<file path="src/hw/tccap_map.svh">
// register offsets, field positions and reset values for the timer channel block
// assumes an 8-bit register port with a 3-bit address
// How it works
// capture edge sets channel event flag
// counter match sets compare event flag
// flag clears by read-set then zero write
// writing one leaves flag; reset clears
// interrupt request only while enable set
// buffer select only in channel 0
// buffered mode disables channel 1 events, control writes, pin ownership and request
// select bit picks capture or compare
// preset level: select one low, zero high
// zero edge field leaves pin to port, except in buffered mode
// capture on rising, falling or both
// compare toggles, clears or sets pin
// buffered mode applies same pin actions
// overflow toggles compare pin when enabled
// overflow action beats same-cycle compare
// full duty forces high when TOV set and edge field 10, period latency
// value registers hold capture or compare
// high read blocks capture until low read
// high write blocks compare until low write
// software halts counter before mode change
// software keeps pin steady before capture
// counter wraps at modulo, signals overflow
// counter halt suppresses input captures
`ifndef TCCAP_MAP_SVH
`define TCCAP_MAP_SVH
`define TCCAP_CTRL0 3'h0
`define TCCAP_VALH0 3'h1
`define TCCAP_VALL0 3'h2
`define TCCAP_CTRL1 3'h3
`define TCCAP_VALH1 3'h4
`define TCCAP_VALL1 3'h5
`define TCCAP_B_FLAG 7
`define TCCAP_B_IE 6
`define TCCAP_B_MSB 5
`define TCCAP_B_MSA 4
`define TCCAP_B_ELSB 3
`define TCCAP_B_ELSA 2
`define TCCAP_B_TOV 1
`define TCCAP_B_MAX 0
`define TCCAP_CTRL_RST 8'h00
`endif

</file>
<file path="src/hw/tccap_pkg.sv">
// types for the timer channel block
// assumes the map header supplies the numbers
package tccap_pkg;
  typedef enum logic [1:0] {
    TCCAP_PRESET = 2'b00,
    TCCAP_CAPTURE = 2'b01,
    TCCAP_COMPARE = 2'b10,
    TCCAP_BUFFERED = 2'b11
  } tccap_mode_t;
endpackage

</file>
<file path="src/hw/tccap_channels.sv">
// two capture/compare channels with their registers
// assumes counter, wrap pulse and halt come from the rest of the timer
`timescale 1ns/1ps
`include "tccap_map.svh"
module tccap_channels (
  // clock and reset
  input wire logic clk,
  input wire logic rst,
  // register port
  input wire logic [2:0] regAddr,
  input wire logic [7:0] regWrData,
  input wire logic regWr,
  input wire logic regRd,
  output logic [7:0] regRdData,
  // shared counter
  input wire logic [15:0] counterValue,
  input wire logic counterWrap,
  input wire logic counterHalt,
  // channel pins
  input wire logic [1:0] channelPinIn,
  output logic [1:0] channelPinOut,
  output logic [1:0] channelPinOwn,
  // interrupt requests
  output logic [1:0] channelIrq
);
  import tccap_pkg::*;

  logic [7:0] ctrl_ff [2];
  logic [15:0] value_ff [2];
  logic [15:0] buffer_ff [2];
  logic [1:0] armed_ff;
  logic [1:0] capLock_ff;
  logic [1:0] cmpLock_ff;
  logic [7:0] latchLow_ff [2];
  logic [1:0] pinPrev_ff;
  logic [1:0] level_ff;
  logic [1:0] maxAct_ff;
  logic [1:0] own_ff;
  logic [1:0] irq_ff;
  logic [7:0] rd_ff;
  logic [1:0] bufDirty_ff;
  tccap_mode_t mode [2];
  logic [1:0] capEvt;
  logic [1:0] cmpEvt;
  logic [1:0] live;
  logic [1:0] nxtLevel;

  // select bit picks mode
  function automatic tccap_mode_t decode(input logic [7:0] c, input logic b);
    if (b) begin
      decode = TCCAP_BUFFERED;
    end else if (c[`TCCAP_B_ELSB:`TCCAP_B_ELSA] == 2'b00) begin
      decode = TCCAP_PRESET;
    end else if (c[`TCCAP_B_MSA]) begin
      decode = TCCAP_COMPARE;
    end else begin
      decode = TCCAP_CAPTURE;
    end
  endfunction

  // channel event detection
  always_comb begin
    for (int i = 0; i < 2; i++) begin
      logic [1:0] els;
      logic rise;
      logic fall;
      logic [15:0] cmpVal;
      els = ctrl_ff[i][`TCCAP_B_ELSB:`TCCAP_B_ELSA];
      // buffer select only in channel 0
      mode[i] = decode(ctrl_ff[i], (i == 0) ? ctrl_ff[0][`TCCAP_B_MSB] : 1'b0);
      // channel 1 off in buffered mode
      live[i] = (i == 1) ? ~ctrl_ff[0][`TCCAP_B_MSB] : 1'b1;
      rise = ~pinPrev_ff[i] & channelPinIn[i];
      fall = pinPrev_ff[i] & ~channelPinIn[i];
      // capture edge select, R23 halt blocks capture, R18 read lock
      capEvt[i] = live[i] && mode[i] == TCCAP_CAPTURE && !counterHalt && !capLock_ff[i]
        && ((els[0] & rise) | (els[1] & fall));
      // buffered pair compares channel 0's active copy
      cmpVal = (mode[0] == TCCAP_BUFFERED && i == 0) ? buffer_ff[0] : value_ff[i];
      // counter match, R19 write lock
      cmpEvt[i] = live[i] && (mode[i] == TCCAP_COMPARE || mode[i] == TCCAP_BUFFERED)
        && !cmpLock_ff[i] && counterValue == cmpVal;
    end
  end

  // pin level: full duty first, then overflow, then compare action
  always_comb begin
    for (int i = 0; i < 2; i++) begin
      logic [1:0] els;
      logic tov;
      els = ctrl_ff[i][`TCCAP_B_ELSB:`TCCAP_B_ELSA];
      tov = ctrl_ff[i][`TCCAP_B_TOV];
      nxtLevel[i] = level_ff[i];
      if (mode[i] == TCCAP_PRESET) begin
        // preset level from select bit
        nxtLevel[i] = ~ctrl_ff[i][`TCCAP_B_MSA];
      end else if (mode[i] == TCCAP_CAPTURE) begin
        nxtLevel[i] = level_ff[i];
      end else if (maxAct_ff[i] && tov && els == 2'b10) begin
        // full duty holds output high
        nxtLevel[i] = 1'b1;
      end else if (tov && counterWrap) begin
        // toggle on wrap, R15 wrap wins
        nxtLevel[i] = ~level_ff[i];
      end else if (cmpEvt[i]) begin
        // compare pin action
        case (els)
          2'b01: nxtLevel[i] = ~level_ff[i];
          2'b10: nxtLevel[i] = 1'b0;
          2'b11: nxtLevel[i] = 1'b1;
          default: nxtLevel[i] = level_ff[i];
        endcase
      end
    end
  end

  // control registers and flags
  always_ff @(posedge clk) begin
    for (int i = 0; i < 2; i++) begin
      logic [2:0] ca;
      logic hit;
      ca = (i == 0) ? `TCCAP_CTRL0 : `TCCAP_CTRL1;
      if (rst) begin
        // reset clears flag and fields
        ctrl_ff[i] <= `TCCAP_CTRL_RST;
        armed_ff[i] <= 1'b0;
      end else begin
        // event sets flag
        hit = capEvt[i] | cmpEvt[i];
        if (regRd && regAddr == ca && ctrl_ff[i][`TCCAP_B_FLAG]) begin
          armed_ff[i] <= 1'b1;
        end
        if (regWr && regAddr == ca && (live[i] || i == 0)) begin
          ctrl_ff[i][6:0] <= regWrData[6:0];
          if (i == 1) begin
            ctrl_ff[i][`TCCAP_B_MSB] <= 1'b0;
          end
          // zero write clears only after armed read
          if (hit) begin
            ctrl_ff[i][`TCCAP_B_FLAG] <= 1'b1;
          end else if (!regWrData[`TCCAP_B_FLAG] && armed_ff[i]) begin
            ctrl_ff[i][`TCCAP_B_FLAG] <= 1'b0;
          end
          armed_ff[i] <= 1'b0;
        end else if (hit) begin
          ctrl_ff[i][`TCCAP_B_FLAG] <= 1'b1;
          // new event voids pending clear
          armed_ff[i] <= 1'b0;
        end
      end
    end
  end

  // value registers with byte locks
  always_ff @(posedge clk) begin
    for (int i = 0; i < 2; i++) begin
      logic [2:0] ha;
      logic [2:0] la;
      ha = (i == 0) ? `TCCAP_VALH0 : `TCCAP_VALH1;
      la = (i == 0) ? `TCCAP_VALL0 : `TCCAP_VALL1;
      if (rst) begin
        capLock_ff[i] <= 1'b0;
        cmpLock_ff[i] <= 1'b0;
        bufDirty_ff[i] <= 1'b0;
      end else begin
        // capture stores counter
        if (capEvt[i]) begin
          value_ff[i] <= counterValue;
        end
        if (regWr && regAddr == ha) begin
          value_ff[i][15:8] <= regWrData;
          // lock until low write
          cmpLock_ff[i] <= mode[i] != TCCAP_CAPTURE;
        end
        if (regWr && regAddr == la) begin
          value_ff[i][7:0] <= regWrData;
          cmpLock_ff[i] <= 1'b0;
          bufDirty_ff[i] <= 1'b1;
        end
        if (regRd && regAddr == ha) begin
          // lock until low read
          capLock_ff[i] <= mode[i] == TCCAP_CAPTURE;
        end
        if (regRd && regAddr == la) begin
          capLock_ff[i] <= 1'b0;
        end
        // buffered copy loads at wrap
        if (counterWrap && bufDirty_ff[i] && !(regWr && regAddr == la)) begin
          buffer_ff[i] <= value_ff[i];
          bufDirty_ff[i] <= 1'b0;
        end
      end
    end
  end

  // read data one cycle after strobe
  always_ff @(posedge clk) begin
    if (rst) begin
      rd_ff <= 8'h00;
    end else if (regRd) begin
      case (regAddr)
        `TCCAP_CTRL0: rd_ff <= ctrl_ff[0];
        `TCCAP_VALH0: rd_ff <= value_ff[0][15:8];
        `TCCAP_VALL0: rd_ff <= value_ff[0][7:0];
        `TCCAP_CTRL1: rd_ff <= ctrl_ff[1];
        `TCCAP_VALH1: rd_ff <= value_ff[1][15:8];
        `TCCAP_VALL1: rd_ff <= value_ff[1][7:0];
        default: rd_ff <= 8'h00;
      endcase
    end else begin
      rd_ff <= 8'h00;
    end
  end

  // pin state, full duty latch, interrupts
  always_ff @(posedge clk) begin
    for (int i = 0; i < 2; i++) begin
      if (rst) begin
        pinPrev_ff[i] <= 1'b0;
        level_ff[i] <= 1'b1;
        maxAct_ff[i] <= 1'b0;
        own_ff[i] <= 1'b0;
        irq_ff[i] <= 1'b0;
      end else begin
        pinPrev_ff[i] <= channelPinIn[i];
        level_ff[i] <= nxtLevel[i];
        // full duty follows at period boundary
        if (counterWrap) begin
          maxAct_ff[i] <= ctrl_ff[i][`TCCAP_B_MAX];
        end
        // pin owned only when enabled
        own_ff[i] <= live[i] && mode[i] != TCCAP_PRESET && mode[i] != TCCAP_CAPTURE;
        // request gated by enable
        irq_ff[i] <= ctrl_ff[i][`TCCAP_B_FLAG] & ctrl_ff[i][`TCCAP_B_IE] & live[i];
      end
    end
  end

  assign regRdData = rd_ff;
  assign channelPinOut = level_ff;
  assign channelPinOwn = own_ff;
  assign channelIrq = irq_ff;
endmodule

</file>
<file path="config.mk">
export PLATFORM = sky130hd
export DESIGN_NAME = tccap_channels
export DESIGN_NICKNAME = d
export VERILOG_FILES = /design/src/hw/tccap_pkg.sv /design/src/hw/tccap_channels.sv
export VERILOG_INCLUDE_DIRS = /design/src /design/src/hw
export SDC_FILE = /design/constraint.sdc
export NUM_CORES = 1
export LEC_CHECK = 0
export BUFFER_PORTS_ARGS = -buffer_cell sky130_fd_sc_hd__buf_2
export CORE_AREA = 2 2 103 105
export DETAILED_ROUTE_END_ITERATION = 8
export DIE_AREA = 0 0 105 107
export GPL_TIMING_DRIVEN = 0
export PLACE_DENSITY = 0.59
export SYNTH_ARGS = -nofsm -noshare
export SYNTH_HDL_FRONTEND = slang
export SYNTH_SLANG_ARGS = --single-unit
export TNS_END_PERCENT = 20
</file>
<file path="constraint.sdc">
create_clock -name clk -period 2.8 [get_ports clk]
set_input_delay 0.28 -clock clk [delete_from_list [all_inputs] [get_ports clk]]
set_output_delay 0.28 -clock clk [all_outputs]
set_load 0.03 [all_outputs]
</file>
Word-level counts from Yosys, hierarchy flattened
Memories as Yosys holds them, arrays and structs flattened.
Cells that the tools add are included.
- RAM bits: 80
- logic and storage cells: 241
- flip-flop bits (word level): 26
- memories: 3
- output and inout port bits: 14
- input port bits: 35
- multiplexer cells: 88
- bitwise operators: 38
- equal/unequal tests: 23
- reductions and logical operators: 74
- memory list (name ; words ; bits a word ; rd ports ; clocked after memory_dff ; write ports ; line ; RTL):
    buffer_ff ; 2 ; 16 ; 1 ; 0 ; 2 ; tccap_channels.sv:30 ; logic [15:0] buffer_ff [2];
    value_ff ; 2 ; 16 ; 2 ; 0 ; 2 ; tccap_channels.sv:29 ; logic [15:0] value_ff [2];
    ctrl_ff ; 2 ; 8 ; 2 ; 0 ; 2 ; tccap_channels.sv:28 ; logic [7:0] ctrl_ff [2];
- operators by type and width (operator ; number):
    1-bit two-way mux ; 73
    8-bit one-hot mux with 6 select lines ; 1
    1-bit logical AND ; 42
    16-bit == test ; 2
    8-bit two-way mux ; 4
    1-bit bitwise OR ; 17
    2-bit == test, second input constant ; 8
    16-bit two-way mux ; 1
    7-bit two-way mux ; 2
    2-bit OR reduction ; 7
    6-bit nonzero test ; 2
    1-bit bitwise AND ; 11
    2-bit two-way mux ; 5
    1-bit NOT ; 10
    2-bit by 1-bit == test with 1-bit output, second input constant ; 4
    1-bit logical NOT ; 8
    2-bit logical NOT ; 4
    4-bit nonzero test ; 2
    3-bit by 2-bit == test with 1-bit output, second input constant ; 2
    3-bit == test, second input constant ; 2
    2-bit by 1-bit inequality test with 1-bit output, second input constant ; 3
    1-bit one-hot mux with 3 select lines ; 2
    3-bit AND reduction ; 2
    3-bit OR reduction ; 2
    other kinds (5) ; 7

Depth between registers and ports, before layout
An unclocked memory read counts as a cell.
- word-level depth: 16
- gate-level depth with buffers: 9
- mapped depth without buffers: 6

Least setup slack after synthesis
Ideal clock, no wire load.
- path kind: input -> register
- start: input port regAddr[1]
- end: memory buffer_ff[0][0] (enable)
- data required time: 2.386 ns
- cell stages on the path: 4
- buffers on the path: 1
- library setup time: 0.414 ns
- arrival: 1.974 ns
- path slack: 0.412 ns
- cells stage by stage: buf_2 clkinv_1 nor3_1 a211oi_1
- RTL lines (item ; line ; RTL):
    start: declaration ; tccap_channels.sv:10 ; input wire logic [2:0] regAddr,
    end: declaration ; tccap_channels.sv:30 ;

==> flow_summary.ini <==
[sta]
worstMarginPinSlew_ns = 0.862
fin_crit_sh = 0.935
tns_ns = 0
slew_headroom = 0.422
fin_skew_ns = 0.00749
rsz0062_at_grt = false
setup_slack_ns = 0.183
hold_violations = 0
min_period_ns = 2.62
setup_viol = 0
max_freq_mhz = 382
whs_ns = 0.151
maxSlewViolCount = 0

[critical_path]
crit_family = simple AND/OR/NAND/NOR gates
cp-end-kind = flop
rrSetupSlack_ns = 0.18
cpPeakStageDelay_ns = 0.40
worst-path-stages = 7
r2r_start = ctrl_ff[0][5]
path_cells = buf_2, clkbuf_4, mux2i_1, xnor2_1, nor4_1, nand4_1, nand3_1
slowest_stage = nor4_1
crit_required_ns = 2.88
r2r_end = ctrl_ff[0][7]
arrival_ns = 2.70
worstSetupPathType = reg2reg
critPathLaunchType = flop
critPathBufInv = 2
path_max_fanout = 10
ff2ff_path_depth = 7

[placed_design]
numPortBuffers = 45
dpl_cell_area_um2 = 4900
pre_cts_ws_ns = -0.268
post-dp-hpwl_um = 9410
place_congestion = 0.915
placed_cells = 572

[status]
outcome = finished clean

[layout]
stdcell_area_um2 = 5090
drive_gt1_frac = 0.252
nets = 482
final_cells = 588
diodes = 0
syn2layout_area_growth_pct = 13.8
final_core_util = 0.504

[clocking]
cts_root_buffer = clkbuf_8
clock_latency_ns = 0.36
cts_made_buffers = 9
clk_path_buf_depth = 2
hold_buffers = 0
clkSlewWorstSetupHoldPaths_ns = 0.09
cts_tree = yes
cts.sinks = 88
ctsHtreeMaxLevel = 3
postCtsSetupBuffers = 0

[global_routing]
grt_pass1_vias = 3397
grt_pass1_wl_um = 20100
grt_usage = 0.243
grt_max_degree = 14
antenna_found_initial = 0
grt_remaining_overflow = 0

[hold_path]
holdPathEnd = pinPrev_ff[0]
min_path_cells = 2
worstHoldStart = channelPinIn[0]
hold_path.class = in2reg

[drt]
vias_per_cell = 5.74
wl_per_cell_um = 22.1
dr.pass1.iters = 5
ant_nets = 0
vias = 3377
drt-initial-drc-count = 311
drc = 0
totalWireLength_um = 13000

[synthesis]
postSynthCellCount = 389
synth_ff_type = edfxtp_1
yosys.area_share.adder = 0
synth_xor_area_frac = 0.0627
yosysSeqAreaShare = 0.535
syn-num-nets = 424
synthTopCellsByArea = edfxtp_1, dfxtp_1, mux2_2, mux2i_1, xnor2_1
synthMuxAreaShare = 0.149
yosys.area.top_type_share = 0.423
yosysWarnings = 0
synthSimpleGateAreaFrac = 0.139
synth.distinct_cells = 51
synth_compound_area_frac = 0.0915
synth_edf_count = 63
synthArstFlopShare = 0
ys_seq_elements = 88
netlist_area_um2 = 4470
synth_area_per_cell_um2 = 11.5
yosys.area.top_type = edfxtp_1
synth_top_family_by_area = multiplexers

[power_and_ir_drop]
power_density_nw_per_um2 = 504
leakage_nw = 1.92
power.total_mw = 2.56
ir_drop_v = 0.000188

[floorplan]
core_area_um2 = 10100
row_count = 37
dieArea_um2 = 11200
io-pin-count = 49
die_x_um = 105
start_util = 0.443
die_y_um = 107

[job]
maxCapViolCount = 0
## registers in the layout, indices dropped and copies added (netlist names)
register	count
cmpLock_ff	2
channelIrq	2
capLock_ff	2
armed_ff	2
regRdData	8
channelPinOwn	2
channelPinOut	2
bufDirty_ff	1
pinPrev_ff	2
value_ff	32
buffer_ff	16
maxAct_ff	2
ctrl_ff	15
## where the power goes
group | internal [mW] | switching (mW) | leakage, nW
clock | 0.315 | 0.451 | 0.0843
sequential | 1.43 | 0.0284 | 0.791
combinational | 0.135 | 0.209 | 1.04
## cell type report
type | instances | area, µm²
fillers | 970 | 5000
flip-flops and latches | 88 | 2390
multi-input cells | 277 | 2020
repair buffers | 47 | 248
well taps | 136 | 170
clock buffers | 11 | 131
plain buffers | 20 | 88.8
clock inverters | 5 | 23.8
inverters | 4 | 15.0
## worst max-delay path by stage
stage / start / to / slack [ns]
3_3_place_gp: regAddr[1] / buffer_ff[0][1] / -0.88
2_1_floorplan: regAddr[1] / buffer_ff[0][0] / 0.41
4_1_cts: ctrl_ff[0][5] / value_ff[1][14] / 0.04
6_report: ctrl_ff[0][5] / ctrl_ff[0][7] / 0.18
3_5_place_dp: regAddr[1] / value_ff[0][2] / -0.27
5_1_grt: ctrl_ff[0][5] / value_ff[0][14] / 0.03
## placed cells by master, fill, tap and decap left out, types with 5 or more instances in the layout
master     n
nor2_1    29
a21oi_1   15
dfxtp_1   25
xnor2_1   27
clkbuf_1  12
o21ai_0   14
xor2_1     5
clkbuf_8   9
nand2_1   27
nor3_1    11
mux2i_1   25
nand3_1    5
nor2b_1   10
and3_1    14
mux2_2    35
buf_2     50
edfxtp_1  63
## per-layer routing
metal / vias to the layer above / track usage / routed length, µm
met5: - / 0 / 0
met4: 0 / 0.0800 / 269
met3: 18 / 0.0553 / 1060
met2: 144 / 0.396 / 6170
met1: 1658 / 0.323 / 5520
li1: 1557 / - / -
## cells in the mapped netlist (2+ instances only)
cell type / n
xor2_1: 5
a22oi_1: 4
buf_2: 6
nor3_1: 12
dfxtp_1: 25
clkbuf_1: 10
a221oi_1: 2
mux2_2: 35
nand2b_1: 2
edfxtp_1: 63
a21oi_1: 15
nand3_1: 5
and3_1: 14
and2_1: 2
xnor2_1: 27
a31oi_1: 4
nor4_1: 4
or4_1: 2
a211oi_1: 3
o21ai_0: 15
a222oi_1: 2
o21a_1: 2
inv_1: 3
nand3b_1: 3
nand2_1: 29
nor2_1: 29
mux2i_1: 25
buf_1: 3
nand4_1: 4
a21o_1: 4
nor2b_1: 10
## logic make-up (layout without fill, tap and decap cells)
logic type,Yosys count,in the layout
DFF,88,88
xor gates and xnor gates,32,32
muxes,61,61
and+or+nand+nor,122,122
AOI/OAI and AO/OA,62,62
buffers and inverters,24,87
## worst register-to-register path: stages (launching register included)
cell	delay, ns
edfxtp_1	0.32
buf_2	0.32
clkbuf_4	0.36
mux2i_1	0.27
xnor2_1	0.11
nor4_1	0.40
nand4_1	0.35
nand3_1	0.21
## repair_timing
item / 4_1_cts / 5_1_grt
endpoints found under the setup margin: 17 / 31
pin swaps: 0 / 1
resized for setup: 3 / 6
Power figures use the tool's default switching activity.
